===== src/pkg/sssc_regs.vh =====
// register map, field positions, reset values and protocol constants of the spi slave port
`ifndef SSSC_REGS_VH
`define SSSC_REGS_VH

// apb byte addresses
`define SSSC_STATUS_ADDR 16'h2708
`define SSSC_CTRL_ADDR 16'h270c
`define SSSC_CMD_ADDR 16'h2710
`define SSSC_PINMAP_ADDR 16'h2714

// control register fields
`define SSSC_CTRL_EN_BIT 4
`define SSSC_CTRL_SAFE_BIT 3
`define SSSC_CTRL_EN_RST 1'b1
`define SSSC_CTRL_SAFE_RST 1'b0
`define SSSC_PINMAP_RST 4'h0

// status register fields
`define SSSC_ST_RDY_ERR 7
`define SSSC_ST_RD_PAR 6
`define SSSC_ST_WR_PAR 5
`define SSSC_ST_CNT_HI 4
`define SSSC_ST_CNT_LO 2
`define SSSC_ST_FLASH 1
`define SSSC_ST_FLASH_RDY 0
`define SSSC_STATUS_RST 8'h00
`define SSSC_SHORT_CNT 3'h7

// transaction framing
`define SSSC_HDR_BYTES 3'h3
`define SSSC_CMD_RD_BIT 7
`define SSSC_SAFE_BASE 16'h0400
`define SSSC_SAFE_SIZE 17'h00010

`endif


===== src/design/sssc_pin_sync.v =====
// two-stage synchronisers and edge detection for the spi slave pins and the test pin
`default_nettype none

module sssc_pin_sync (
   // clock and reset
   input wire pclk,
   input wire presetn,
   // raw pins
   input wire sclk_pin,
   input wire cs_n_pin,
   input wire mosi_pin,
   input wire test_pin,
   // synchronised levels and edges
   output wire sclk_rise,
   output wire sclk_fall,
   output wire cs_n_sync,
   output wire cs_n_rise,
   output wire mosi_sync,
   output wire test_sync
);

   reg [3:0] meta_reg;
   reg [3:0] sync_reg;
   reg sclk_old_reg;
   reg cs_n_old_reg;

   // first stage is read only by the second stage
   always @(posedge pclk or negedge presetn) begin
      if (!presetn) begin
         meta_reg <= 4'h2;
         sync_reg <= 4'h2;
         sclk_old_reg <= 1'b0;
         cs_n_old_reg <= 1'b1;
      end else begin
         meta_reg <= {test_pin, mosi_pin, cs_n_pin, sclk_pin};
         sync_reg <= meta_reg;
         sclk_old_reg <= sync_reg[0];
         cs_n_old_reg <= sync_reg[1];
      end
   end

   assign sclk_rise = sync_reg[0] & ~sclk_old_reg;
   assign sclk_fall = ~sync_reg[0] & sclk_old_reg;
   assign cs_n_sync = sync_reg[1];
   assign cs_n_rise = sync_reg[1] & ~cs_n_old_reg;
   assign mosi_sync = sync_reg[2];
   assign test_sync = sync_reg[3];

endmodule

`default_nettype wire


===== src/design/sssc_top.v =====
// spi slave port control: pin enable, write guard, command capture and transfer status
//
// Added by the designer: the APB interface to the registers.
`include "sssc_regs.vh"
`default_nettype none

// How it works
// - enable bit routes the spi port to four shared pins when their map bits are zero
// - guard bit limits master writes to the command byte and a 16-byte ram window
// - read-only 8-bit status register is refreshed at the end of each transaction
// - status bit 7 flags a read or write the port could not perform, not ready
// - status bit 6 is parity of bytes fetched for the master, the byte prefetched after the last one included
// - status bit 5 is parity of all bytes the master sent, command and address included
// - status bits 4..2 hold low three bits of the data byte count
// - transactions of one to three bytes report 111 in the count field
// - status bit 1 shows flash programming mode and reads zero while test pin is low
// - status bit 0 shows flash ready for another write while in flash mode
// - master sends an 8-bit command byte, captured into a firmware-readable register
module sssc_top (
   // apb slave
   input wire pclk,
   input wire presetn,
   input wire psel,
   input wire penable,
   input wire pwrite,
   input wire [15:0] paddr,
   input wire [31:0] pwdata,
   output reg [31:0] prdata,
   output reg pready,
   output reg pslverr,
   // spi pins, reaching the shared segment io pins
   input wire sclk_pin,
   input wire cs_n_pin,
   input wire mosi_pin,
   output reg miso_out,
   output reg miso_oe,
   output reg shared_segment_io_pin_spi_sel,
   // test pin and flash controller
   input wire test_pin,
   input wire flash_mode,
   input wire flash_ready,
   // on-chip memory port
   input wire mem_ready,
   input wire [7:0] mem_rdata,
   output reg [15:0] mem_addr,
   output reg [7:0] mem_wdata,
   output reg mem_we,
   output reg mem_re
);

   localparam [3:0] ST_IDLE = 4'h1;
   localparam [3:0] ST_CMD = 4'h2;
   localparam [3:0] ST_ADDR = 4'h4;
   localparam [3:0] ST_DATA = 4'h8;

   wire sclk_rise;
   wire sclk_fall;
   wire cs_n_sync;
   wire cs_n_rise;
   wire mosi_sync;
   wire test_sync;

   sssc_pin_sync u_sync (
      .pclk(pclk),
      .presetn(presetn),
      .sclk_pin(sclk_pin),
      .cs_n_pin(cs_n_pin),
      .mosi_pin(mosi_pin),
      .test_pin(test_pin),
      .sclk_rise(sclk_rise),
      .sclk_fall(sclk_fall),
      .cs_n_sync(cs_n_sync),
      .cs_n_rise(cs_n_rise),
      .mosi_sync(mosi_sync),
      .test_sync(test_sync)
   );

   // software registers
   reg en_reg;
   reg safe_reg;
   reg [3:0] pinmap_reg;
   reg [7:0] status_reg;
   reg [7:0] cmd_reg;

   // transaction state
   reg [3:0] state_reg;
   reg [2:0] bit_reg;
   reg [7:0] rx_reg;
   reg [6:0] tx_reg;
   reg addr_byte_reg;
   reg rd_cmd_reg;
   reg [2:0] total_reg;
   reg [2:0] data_cnt_reg;
   reg wr_par_reg;
   reg rd_par_reg;
   reg rdy_err_reg;
   reg load_tx_reg;

   // port is live only with the enable set and all four pin map bits cleared
   wire port_on = en_reg & (pinmap_reg == 4'h0);
   wire selected = port_on & ~cs_n_sync;
   wire byte_done = selected & sclk_rise & (bit_reg == 3'h7);
   wire [7:0] rx_byte = {rx_reg[6:0], mosi_sync};

   // window test used by the write path guard
   function in_window;
      input [15:0] a;
      reg [16:0] d;
      begin
         d = {1'b0, a} - {1'b0, `SSSC_SAFE_BASE};
         in_window = (a >= `SSSC_SAFE_BASE) && (d < `SSSC_SAFE_SIZE);
      end
   endfunction

   function xor8;
      input [7:0] b;
      begin
         xor8 = ^b;
      end
   endfunction

   wire wr_allowed = ~safe_reg | in_window(mem_addr);

   // apb decode happens in the setup cycle so the access phase answers from flops
   wire apb_setup = psel & ~penable;
   wire apb_write = psel & penable & pready & pwrite;
   wire hit_status = (paddr == `SSSC_STATUS_ADDR);
   wire hit_ctrl = (paddr == `SSSC_CTRL_ADDR);
   wire hit_cmd = (paddr == `SSSC_CMD_ADDR);
   wire hit_pinmap = (paddr == `SSSC_PINMAP_ADDR);
   wire hit_any = hit_status | hit_ctrl | hit_cmd | hit_pinmap;

   reg [31:0] rd_mux;
   always @* begin
      rd_mux = 32'h0000_0000;
      if (hit_status) begin
         rd_mux = {24'h00_0000, status_reg};
      end else if (hit_ctrl) begin
         rd_mux[`SSSC_CTRL_EN_BIT] = en_reg;
         rd_mux[`SSSC_CTRL_SAFE_BIT] = safe_reg;
      end else if (hit_cmd) begin
         rd_mux = {24'h00_0000, cmd_reg};
      end else if (hit_pinmap) begin
         rd_mux = {28'h000_0000, pinmap_reg};
      end
   end

   always @(posedge pclk or negedge presetn) begin
      if (!presetn) begin
         prdata <= 32'h0000_0000;
         pready <= 1'b0;
         pslverr <= 1'b0;
      end else begin
         pready <= apb_setup;
         pslverr <= apb_setup & ~hit_any;
         if (apb_setup && !pwrite) begin
            prdata <= rd_mux;
         end
      end
   end

   // writable control; status and command are read only, writes to them are dropped
   always @(posedge pclk or negedge presetn) begin
      if (!presetn) begin
         en_reg <= `SSSC_CTRL_EN_RST;
         safe_reg <= `SSSC_CTRL_SAFE_RST;
         pinmap_reg <= `SSSC_PINMAP_RST;
      end else if (apb_write) begin
         if (hit_ctrl) begin
            en_reg <= pwdata[`SSSC_CTRL_EN_BIT];
            safe_reg <= pwdata[`SSSC_CTRL_SAFE_BIT];
         end
         if (hit_pinmap) begin
            pinmap_reg <= pwdata[3:0];
         end
      end
   end

   // pin routing and miso drive
   always @(posedge pclk or negedge presetn) begin
      if (!presetn) begin
         shared_segment_io_pin_spi_sel <= 1'b0;
         miso_oe <= 1'b0;
      end else begin
         shared_segment_io_pin_spi_sel <= port_on;
         miso_oe <= selected;
      end
   end

   // byte framing: command, two address bytes, then data
   always @(posedge pclk or negedge presetn) begin
      if (!presetn) begin
         state_reg <= ST_IDLE;
         bit_reg <= 3'h0;
         rx_reg <= 8'h00;
         addr_byte_reg <= 1'b0;
         rd_cmd_reg <= 1'b0;
         cmd_reg <= 8'h00;
         total_reg <= 3'h0;
         data_cnt_reg <= 3'h0;
         wr_par_reg <= 1'b0;
      end else if (!selected) begin
         state_reg <= ST_IDLE;
         bit_reg <= 3'h0;
      end else begin
         if (sclk_rise) begin
            rx_reg <= rx_byte;
            bit_reg <= bit_reg + 3'h1;
         end
         case (state_reg)
            ST_IDLE: begin
               // a fresh frame clears the per-transaction tallies
               state_reg <= ST_CMD;
               bit_reg <= 3'h0;
               addr_byte_reg <= 1'b0;
               total_reg <= 3'h0;
               data_cnt_reg <= 3'h0;
               wr_par_reg <= 1'b0;
            end
            ST_CMD: begin
               if (byte_done) begin
                  cmd_reg <= rx_byte;
                  rd_cmd_reg <= rx_byte[`SSSC_CMD_RD_BIT];
                  state_reg <= ST_ADDR;
               end
            end
            ST_ADDR: begin
               if (byte_done) begin
                  addr_byte_reg <= 1'b1;
                  if (addr_byte_reg) begin
                     state_reg <= ST_DATA;
                  end
               end
            end
            ST_DATA: begin
               if (byte_done) begin
                  data_cnt_reg <= data_cnt_reg + 3'h1;
               end
            end
            default: begin
               state_reg <= ST_IDLE;
            end
         endcase
         if (byte_done) begin
            wr_par_reg <= wr_par_reg ^ xor8(rx_byte);
            if (total_reg != 3'h4) begin
               total_reg <= total_reg + 3'h1;
            end
         end
      end
   end

   // memory side: address load, guarded writes, reads ahead of each outgoing byte
   wire addr_done = byte_done & (state_reg == ST_ADDR) & addr_byte_reg;
   wire data_done = byte_done & (state_reg == ST_DATA);

   always @(posedge pclk or negedge presetn) begin
      if (!presetn) begin
         mem_addr <= 16'h0000;
         mem_wdata <= 8'h00;
         mem_we <= 1'b0;
         mem_re <= 1'b0;
         rdy_err_reg <= 1'b0;
         load_tx_reg <= 1'b0;
      end else begin
         mem_we <= 1'b0;
         mem_re <= 1'b0;
         // fetched data stands the cycle after the strobe, so the load trails mem_re
         load_tx_reg <= mem_re;
         if (selected && state_reg == ST_IDLE) begin
            rdy_err_reg <= 1'b0;
         end
         if (byte_done && state_reg == ST_ADDR) begin
            if (addr_byte_reg) begin
               mem_addr[7:0] <= rx_byte;
            end else begin
               mem_addr[15:8] <= rx_byte;
            end
         end
         if (addr_done && rd_cmd_reg) begin
            // first read byte is fetched as soon as the address is known
            mem_re <= mem_ready;
            rdy_err_reg <= rdy_err_reg | ~mem_ready;
         end
         if (data_done && !rd_cmd_reg) begin
            mem_wdata <= rx_byte;
            // blocked writes are discarded without an error flag
            mem_we <= mem_ready & wr_allowed;
            rdy_err_reg <= rdy_err_reg | ~mem_ready;
         end
         if (data_done && rd_cmd_reg) begin
            mem_addr <= mem_addr + 16'h0001;
            mem_re <= mem_ready;
            rdy_err_reg <= rdy_err_reg | ~mem_ready;
         end
         // write address advances once the strobe has been seen, or at the data byte when no strobe is issued
         if (mem_we) begin
            mem_addr <= mem_addr + 16'h0001;
         end else if (data_done && !rd_cmd_reg && !(mem_ready & wr_allowed)) begin
            mem_addr <= mem_addr + 16'h0001;
         end
      end
   end

   // miso shifts on falling sclk; a freshly loaded byte must not be shifted before use
   always @(posedge pclk or negedge presetn) begin
      if (!presetn) begin
         miso_out <= 1'b0;
         tx_reg <= 7'h00;
         rd_par_reg <= 1'b0;
      end else if (!selected) begin
         miso_out <= 1'b0;
         tx_reg <= 7'h00;
      end else begin
         if (state_reg == ST_IDLE) begin
            rd_par_reg <= 1'b0;
         end
         if (load_tx_reg) begin
            miso_out <= mem_rdata[7];
            tx_reg <= mem_rdata[6:0];
            rd_par_reg <= rd_par_reg ^ xor8(mem_rdata);
         end else if (sclk_fall && bit_reg != 3'h0) begin
            miso_out <= tx_reg[6];
            tx_reg <= {tx_reg[5:0], 1'b0};
         end
      end
   end

   // status: transfer flags latch at frame end, flash flags follow their sources
   wire flash_on = flash_mode & test_sync;
   wire [2:0] cnt_field = (total_reg <= `SSSC_HDR_BYTES) ? `SSSC_SHORT_CNT : data_cnt_reg;

   always @(posedge pclk or negedge presetn) begin
      if (!presetn) begin
         status_reg <= `SSSC_STATUS_RST;
      end else begin
         if (cs_n_rise && port_on) begin
            status_reg[`SSSC_ST_RDY_ERR] <= rdy_err_reg;
            status_reg[`SSSC_ST_RD_PAR] <= rd_par_reg;
            status_reg[`SSSC_ST_WR_PAR] <= wr_par_reg;
            status_reg[`SSSC_ST_CNT_HI:`SSSC_ST_CNT_LO] <= cnt_field;
         end
         status_reg[`SSSC_ST_FLASH] <= flash_on;
         status_reg[`SSSC_ST_FLASH_RDY] <= flash_on & flash_ready;
      end
   end

endmodule

`default_nettype wire


===== config.mk =====
export PLATFORM = sky130hd
export DESIGN_NAME = sssc_top
export DESIGN_NICKNAME = d
export VERILOG_FILES = /design/src/design/sssc_pin_sync.v /design/src/design/sssc_top.v
export VERILOG_INCLUDE_DIRS = /design/src /design/src/pkg
export SDC_FILE = /design/constraint.sdc
export NUM_CORES = 1
export LEC_CHECK = 0
export ABC_AREA = 0
export BUFFER_PORTS_ARGS = -buffer_cell sky130_fd_sc_hd__buf_2
export CORE_ASPECT_RATIO = 2
export CORE_UTILIZATION = 45
export CTS_BUF_LIST = sky130_fd_sc_hd__clkbuf_16
export CTS_CLUSTER_SIZE = 28
export DETAILED_ROUTE_END_ITERATION = 8
export PLACE_DENSITY = 0.69
export SETUP_SLACK_MARGIN = 0.05
export SLEW_MARGIN = 20
export SYNTH_ARGS = -nofsm -noshare
export SYNTH_HDL_FRONTEND = slang
export SYNTH_SLANG_ARGS = --single-unit

===== constraint.sdc =====
create_clock -name pclk -period 3.6 [get_ports pclk]
set_input_delay 0.18 -clock pclk [delete_from_list [all_inputs] [get_ports pclk]]
set_output_delay 0.18 -clock pclk [all_outputs]
set_load 0.01 [all_outputs]

# Word-level counts from Yosys, hierarchy flattened
# Cells that the tools add are included.
[totals]
register_bits = 128
latch_bits = 0
ramBits = 0
rom_bits = 0
input_bits = 68
output_inout_bits = 63
word_cells = 172
mem_count = 0
[classes]
addsub = 5
mul = 0
n_div = 0
order_cmp = 3
n_eq_ne = 19
shift = 0
n_mux = 44
n_bitwise = 33
n_reduce_logical = 35
[ops]
columns = ["cell", "count"]
rows = [
  ["16-bit by 14-bit == test with 1-bit output, second input constant", 4],
  ["16-bit two-way mux", 4],
  ["32-bit two-way mux", 2],
  ["27-bit two-way mux", 1],
  ["3-bit two-way mux", 9],
  ["7-bit two-way mux", 3],
  ["4-bit two-way mux", 5],
  ["1-bit AND", 18],
  ["17-bit by 5-bit less-than comparator with 1-bit output, second input constant", 1],
  ["16-bit by 11-bit subtractor with 17-bit output, second input constant", 1],
  ["16-bit by 1-bit adder with 16-bit output, second input constant", 1],
  ["16-bit by 11-bit greater-or-equal comparator with 1-bit output, second input constant", 1],
  ["8-bit two-way mux", 2],
  ["4-bit case mux with 4 select lines", 1],
  ["8-bit parity", 2],
  ["1-bit two-way mux", 14],
  ["2-bit AND reduction", 7],
  ["3-bit != test, second input constant", 4],
  ["4-bit nonzero test", 3],
  ["1-bit logical AND", 10],
  ["3-bit by 1-bit adder with 3-bit output, second input constant", 3],
  ["3-bit AND reduction", 3],
  ["1-bit NOT", 8],
  ["2-bit nonzero test", 4],
  ["18 further kinds", 28],
]

# Longest topological paths before layout
[depth]
word_depth = 11
depth_mapped = 9
mapped_depth_nobuf = 7

# Hierarchy
# From an unflattened synthesis, not the netlist that was laid out.
[hier_totals]
hier_cells = 467
area_unflattened_um2 = 5186.2
[modules_own_cells]
columns = ["mod", "instances", "cells_per_inst", "area_each_um2", "seq_area_each_um2"]
rows = [
  ["sssc_top", 1, 454, 4911.0, 2329.7],
  ["sssc_pin_sync", 1, 13, 275.3, 254.0],
]

# Least setup slack after synthesis
# Ideal clock, no wire load.
[synth_timing]
path_type = "flip-flop to flip-flop"
from = "reg bit_reg[1]"
to = "reg mem_addr[8]"
t_arrival_ns = 2.332
required_ns = 3.474
path_slack_ns = 1.142
path_stages_with_launch = 10
period_less_slack_ns = 2.458
cell_sequence = "dfrtp_1 > ha_1 > ha_1 > or4bb_1 > o41ai_4 > o21a_1 > buf_6 > buf_12 > nor2_1 > a221o_1"
[synth_between]
elab_chain_cells = 7
[synth_lines]
columns = ["item", "line", "source"]
rows = [
  ["start: declaration", "sssc_top.v:87", "reg [2:0] bit_reg;"],
  ["start signal: assignment", "sssc_top.v:208", "bit_reg <= bit_reg + 3'h1;"],
  ["3-bit == test *", "sssc_top.v:102", "wire byte_done = selected & sclk_rise & (bit_reg == 3'h7);"],
  ["1-bit AND *", "sssc_top.v:102", ""],
  ["1-bit AND", "sssc_top.v:255", "wire data_done = byte_done & (state_reg == ST_DATA);"],
  ["1-bit logical AND (on tied branches)", "sssc_top.v:299, sssc_top.v:291", ""],
  ["1-bit logical AND / 16-bit two-way mux (equally long branches)", "sssc_top.v:299, sssc_top.v:291", ""],
  ["4-bit by 2-bit != test with 1-bit output (no line) (tied with other cells)", "-", ""],
  ["2-bit AND reduction (no line) / 16-bit two-way mux (equally long branches)", "-", ""],
  ["end signal: assignment", "sssc_top.v:292", "mem_addr <= mem_addr + 16'h0001;"],
  ["end signal: assignment", "sssc_top.v:298", "mem_addr <= mem_addr + 16'h0001;"],
  ["end signal: assignment", "sssc_top.v:300", "mem_addr <= mem_addr + 16'h0001;"],
  ["end: declaration", "sssc_top.v:45", "output reg [15:0] mem_addr,"],
]
# Every way passes the cells marked *; elsewhere a longest branch is shown, timed or not.
# A chain may end at the register's enable or synchronous reset.

# Worst setup path after layout
[layout_timing]
from = "reg en_reg"
to = "reg data_cnt_reg[0]"
[layout_between]
elab_chain_cells = 6
[layout_lines]
columns = ["item", "line", "source"]
rows = [
  ["start: declaration", "sssc_top.v:79", "reg en_reg;"],
  ["start signal: assignment", "sssc_top.v:165", "en_reg <= `SSSC_CTRL_EN_RST;"],
  ["start signal: assignment", "sssc_top.v:170", "en_reg <= pwdata[`SSSC_CTRL_EN_BIT];"],
  ["1-bit AND *", "sssc_top.v:100", "wire port_on = en_reg & (pinmap_reg == 4'h0);"],
  ["1-bit AND *", "sssc_top.v:101", "wire selected = port_on & ~cs_n_sync;"],
  ["1-bit AND (2 in a row)", "sssc_top.v:102", ""],
  ["2-bit != test (no line)", "-", ""],
  ["3-bit AND reduction (no line) *", "-", ""],
  ["end signal: assignment", "sssc_top.v:237", "data_cnt_reg <= data_cnt_reg + 3'h1;"],
  ["end: declaration", "sssc_top.v:93", "reg [2:0] data_cnt_reg;"],
]
# Marked as above.

==> metrics.md <==
| Metric | Value |
|---|---|
| # Max-Cap Violations | `0` |
| Maximum operating frequency | `352.7 MHz` |
| Reg-to-reg setup timing slack | `0.76 ns` |
| Number of buffer and inverter instances along the worst setup path | `1` |
| Maximum number of pins on one net before global-route repair | `60` |
| IO Count | `131` |
| Count of port buffers added during placement | `79` |
| Final design utilization | `0.5319` |
| Die extent in y | `155.0 um` |
| Ratio of final minimum period to clock period | `0.7875` |
| Dominant combinational cell family by area after synthesis | `simple AND/OR/NAND/NOR gates` |
| CP Cell Sequence | `or4b_1 > or3_1 > inv_2 > and2_1 > nor2_1 > mux2_2` |
| GPL Wtd Cong | `0.8955` |
| Detailed Route Iter0 Violations | `202` |
| Post-detailed-route count of antenna-violating nets | `0` |
| Area inside the core boundary | `0.01135 mm2` |
| Via density per instance | `5.517` |
| Total clock sinks | `103` |
| Latest clock arrival within the worst-skew pair | `0.35 ns` |
| Flip-flop count of the largest register after layout | `16` |
| Diode insertion count for antenna repair | `0` |
| Register clock-pin slew on the reported worst setup and hold paths | `0.07 ns` |
| IR Drop Worst-Case VDD | `0.4026 mV` |
| Routed wire per std cell | `16.58 um` |
| Number of register bits inferred by synthesis | `103` |
| Data arrival time of the worst path | `3.06 ns` |
| Net count reported at finish | `654` |
| Number of pins with negative max-slew slack in the final report | `0` |
| CP Data Required Time | `3.83 ns` |
| Top routing layer in use | `met4` |
| Maximum single-stage delay on the critical path | `0.64 ns` |
| Combined global-route utilization of all metal layers | `0.2116` |
| Combined area of the multi-input logic cells | `0.002387 mm2` |
| Post-DP HPWL | `9.061 mm` |
| Post-synth ARST share | `1.000` |
| FP Rows | `55` |
| Total die area | `0.01217 mm2` |
| CP Launch Type | `flop` |
| Proportion of synthesized area in mux cells | `0.1078` |
| Main flop type after synthesis | `sky130_fd_sc_hd__dfrtp_1` |
| Top library cells by usage in the layout, fill and taps aside | `sky130_fd_sc_hd__dfrtp_1 (98), sky130_fd_sc_hd__buf_2 (78), sky130_fd_sc_hd__mux2_2 (38), sky130_fd_sc_hd__nand2_1 (30), sky130_fd_sc_hd__nor2_1 (28)` |
| Via count of the first global-routing pass | `4187` |
| Maximum count of clock buffers along a single path | `2` |
| Met3 routed wirelength | `335 um` |
| Final Instance Area | `0.006040 mm2` |
| Number of detailed-routing iterations run before antenna repair | `4` |
| Worst min-delay path category | `input pin to flop` |
| Number of synthesized flops with an enable pin | `0` |
| Aggregate negative setup slack | `0 ns` |
| Post-synthesis instance total | `496` |
| XOR/XNOR share of the synthesized area | `0.02826` |
| GR Overflow Total | `0` |
| Met2 Routed Length | `6.919 mm` |
| Commonest non-fill, non-tap cell in the layout | `sky130_fd_sc_hd__dfrtp_1` |
| Fraction of final layout cells sized beyond drive strength 1 | `0.2702` |
| Antenna violations before repair | `0` |
| Fraction of the mapped netlist area in compound gates | `0.1194` |
| Start-to-end type of the worst setup path | `flop to flop` |
| Register containing the most flip-flops in the final layout | `mem_addr` |
| Final Hold Violating Endpoints | `0` |
| First-pass GRT wire length | `20.07 mm` |
| Syn avg cell area | `10.62 um2` |
| Unrepaired setup endpoints after global routing | `false` |
| Cell Area, Placed | `0.005685 mm2` |
| CTS root buffer | `sky130_fd_sc_hd__clkbuf_16` |
| Die Wd | `78.51 um` |
| Post-CTS Setup Inserts | `0` |
| # H-tree levels | `3` |
| Filler instances | `1063` |
| Power per cell area | `383.9 mW/mm2` |
| Met1 Wirelength | `4.286 mm` |
| Clock tree from TritonCTS | `done` |
| Post-synth design cell area | `0.005269 mm2` |
| Headroom to the max-slew limit | `0.3218` |
| Footprint of the flip-flops and latches | `0.002584 mm2` |
| Total of endpoints with negative setup slack in the final report | `0` |
| Post-Synth Simple-Gate Area | `0.1567` |
| Wire length after detailed routing | `11.99 mm` |
| Area growth from synthesis to final layout | `14.63%` |
| Final worst path period need | `2.835 ns` |
| Adder and majority gate portion of the synthesized area | `0.02375` |
| DRC violations left | `0` |
| Netlist cell types | `68` |
| Critical path's top delay family | `simple AND/OR/NAND/NOR gates` |
| Transition time at the pin with the least slew margin | `1.003 ns` |
| Crit path max fanout | `15` |
| Status | `complete, no violations` |
| Vias | `3989` |
| Pleak | `2.840 nW` |
| Worst Setup End Kind | `flop` |
| Synthesis Warnings | `0` |
| TritonCTS Buffers | `9` |
| Part of the Yosys area used for sequential elements | `0.4904` |
| Initial cell density of the core | `0.4640` |
| Post-Route Skew | `0.009538 ns` |
| Worst path slowest cell | `sky130_fd_sc_hd__or4b_1` |
==> final timing paths <==
| check | start | end | cells past startpoint |
|---|---|---|---|
| min in group asynchronous | presetn | mem_addr[11] | 2 |
| worst min register to register | u_sync.meta_reg[0] | u_sync.sync_reg[0] | 0 |
| worst max-delay path | en_reg | data_cnt_reg[0] | 6 |
| worst min-delay path | mem_ready | rdy_err_reg | 2 |
| worst max register to register | en_reg | data_cnt_reg[0] | 6 |
| max in group asynchronous | presetn | en_reg | 3 |
==> final cells by class <==
class / count / share of cell area
Tap cell: 142 / 0.02942
Clock inverter: 7 / 0.01305
Inverter: 27 / 0.01678
Multi-Input combinational cell: 346 / 0.3953
Clock buffer: 9 / 0.03729
Sequential cell: 103 / 0.4278
Timing Repair Buffer: 89 / 0.08038
==> per-stage QoR <==
stage / hold slack [ns] / total power [mW] / setup WS, ns / instances
after global placement: 0.2823 / 1.348 / 0.8251 / 702
after detailed placement: 0.2896 / 1.352 / 0.7784 / 702
after global routing: 0.05615 / 2.406 / 0.5757 / 723
after CTS: 0.05040 / 2.344 / 0.7617 / 723
final: 0.06481 / 2.319 / 0.7649 / 723
after floorplan: -0.1156 / 1.295 / 1.142 / 519
==> cell families after synthesis <==
kind of cell / after synthesis
other cells: 1
buf+inv: 70
compound gates: 92
flops: 103
fa+ha+maj: 10
simple gates: 151
mux: 52
xor+xnor: 17
==> power by group <==
group	total, mW	internal, mW	leakage [nW]	switching, mW
combinational	0.138	0.0552	1.33	0.0826
sequential	1.19	1.18	1.36	0.0148
clock	0.987	0.546	0.146	0.440
==> synth_stat cells (7+ instances only) <==
library cell / instances / area (um2)
sky130_fd_sc_hd__ha_1: 10 / 125.1
sky130_fd_sc_hd__o21ai_0: 27 / 135.1
sky130_fd_sc_hd__a21oi_1: 24 / 120.1
sky130_fd_sc_hd__xnor2_1: 15 / 131.4
sky130_fd_sc_hd__mux2i_1: 14 / 140.1
sky130_fd_sc_hd__nor3_1: 18 / 90.09
sky130_fd_sc_hd__dfrtp_1: 98 / 2452
sky130_fd_sc_hd__mux2_2: 38 / 427.9
sky130_fd_sc_hd__and3_1: 7 / 43.79
sky130_fd_sc_hd__clkbuf_1: 12 / 45.04
sky130_fd_sc_hd__buf_4: 25 / 187.7
sky130_fd_sc_hd__nor2_1: 28 / 105.1
sky130_fd_sc_hd__nand2_1: 30 / 112.6
sky130_fd_sc_hd__nand3_1: 19 / 95.09
sky130_fd_sc_hd__inv_1: 26 / 97.59
==> routing by layer <==
layer	GRT usage	up-vias
met4	0.1120	0
li1	-	1880
met3	0.02991	31
met5	0	-
met2	0.4008	111
met1	0.2170	1967
==> repair_timing <==
item / in CTS / in global routing
gates resized for setup: 0 / 0
hold buffers: 5 / 0
endpoints found under the hold margin: 58 / 0
Power figures use the tool's default switching activity.
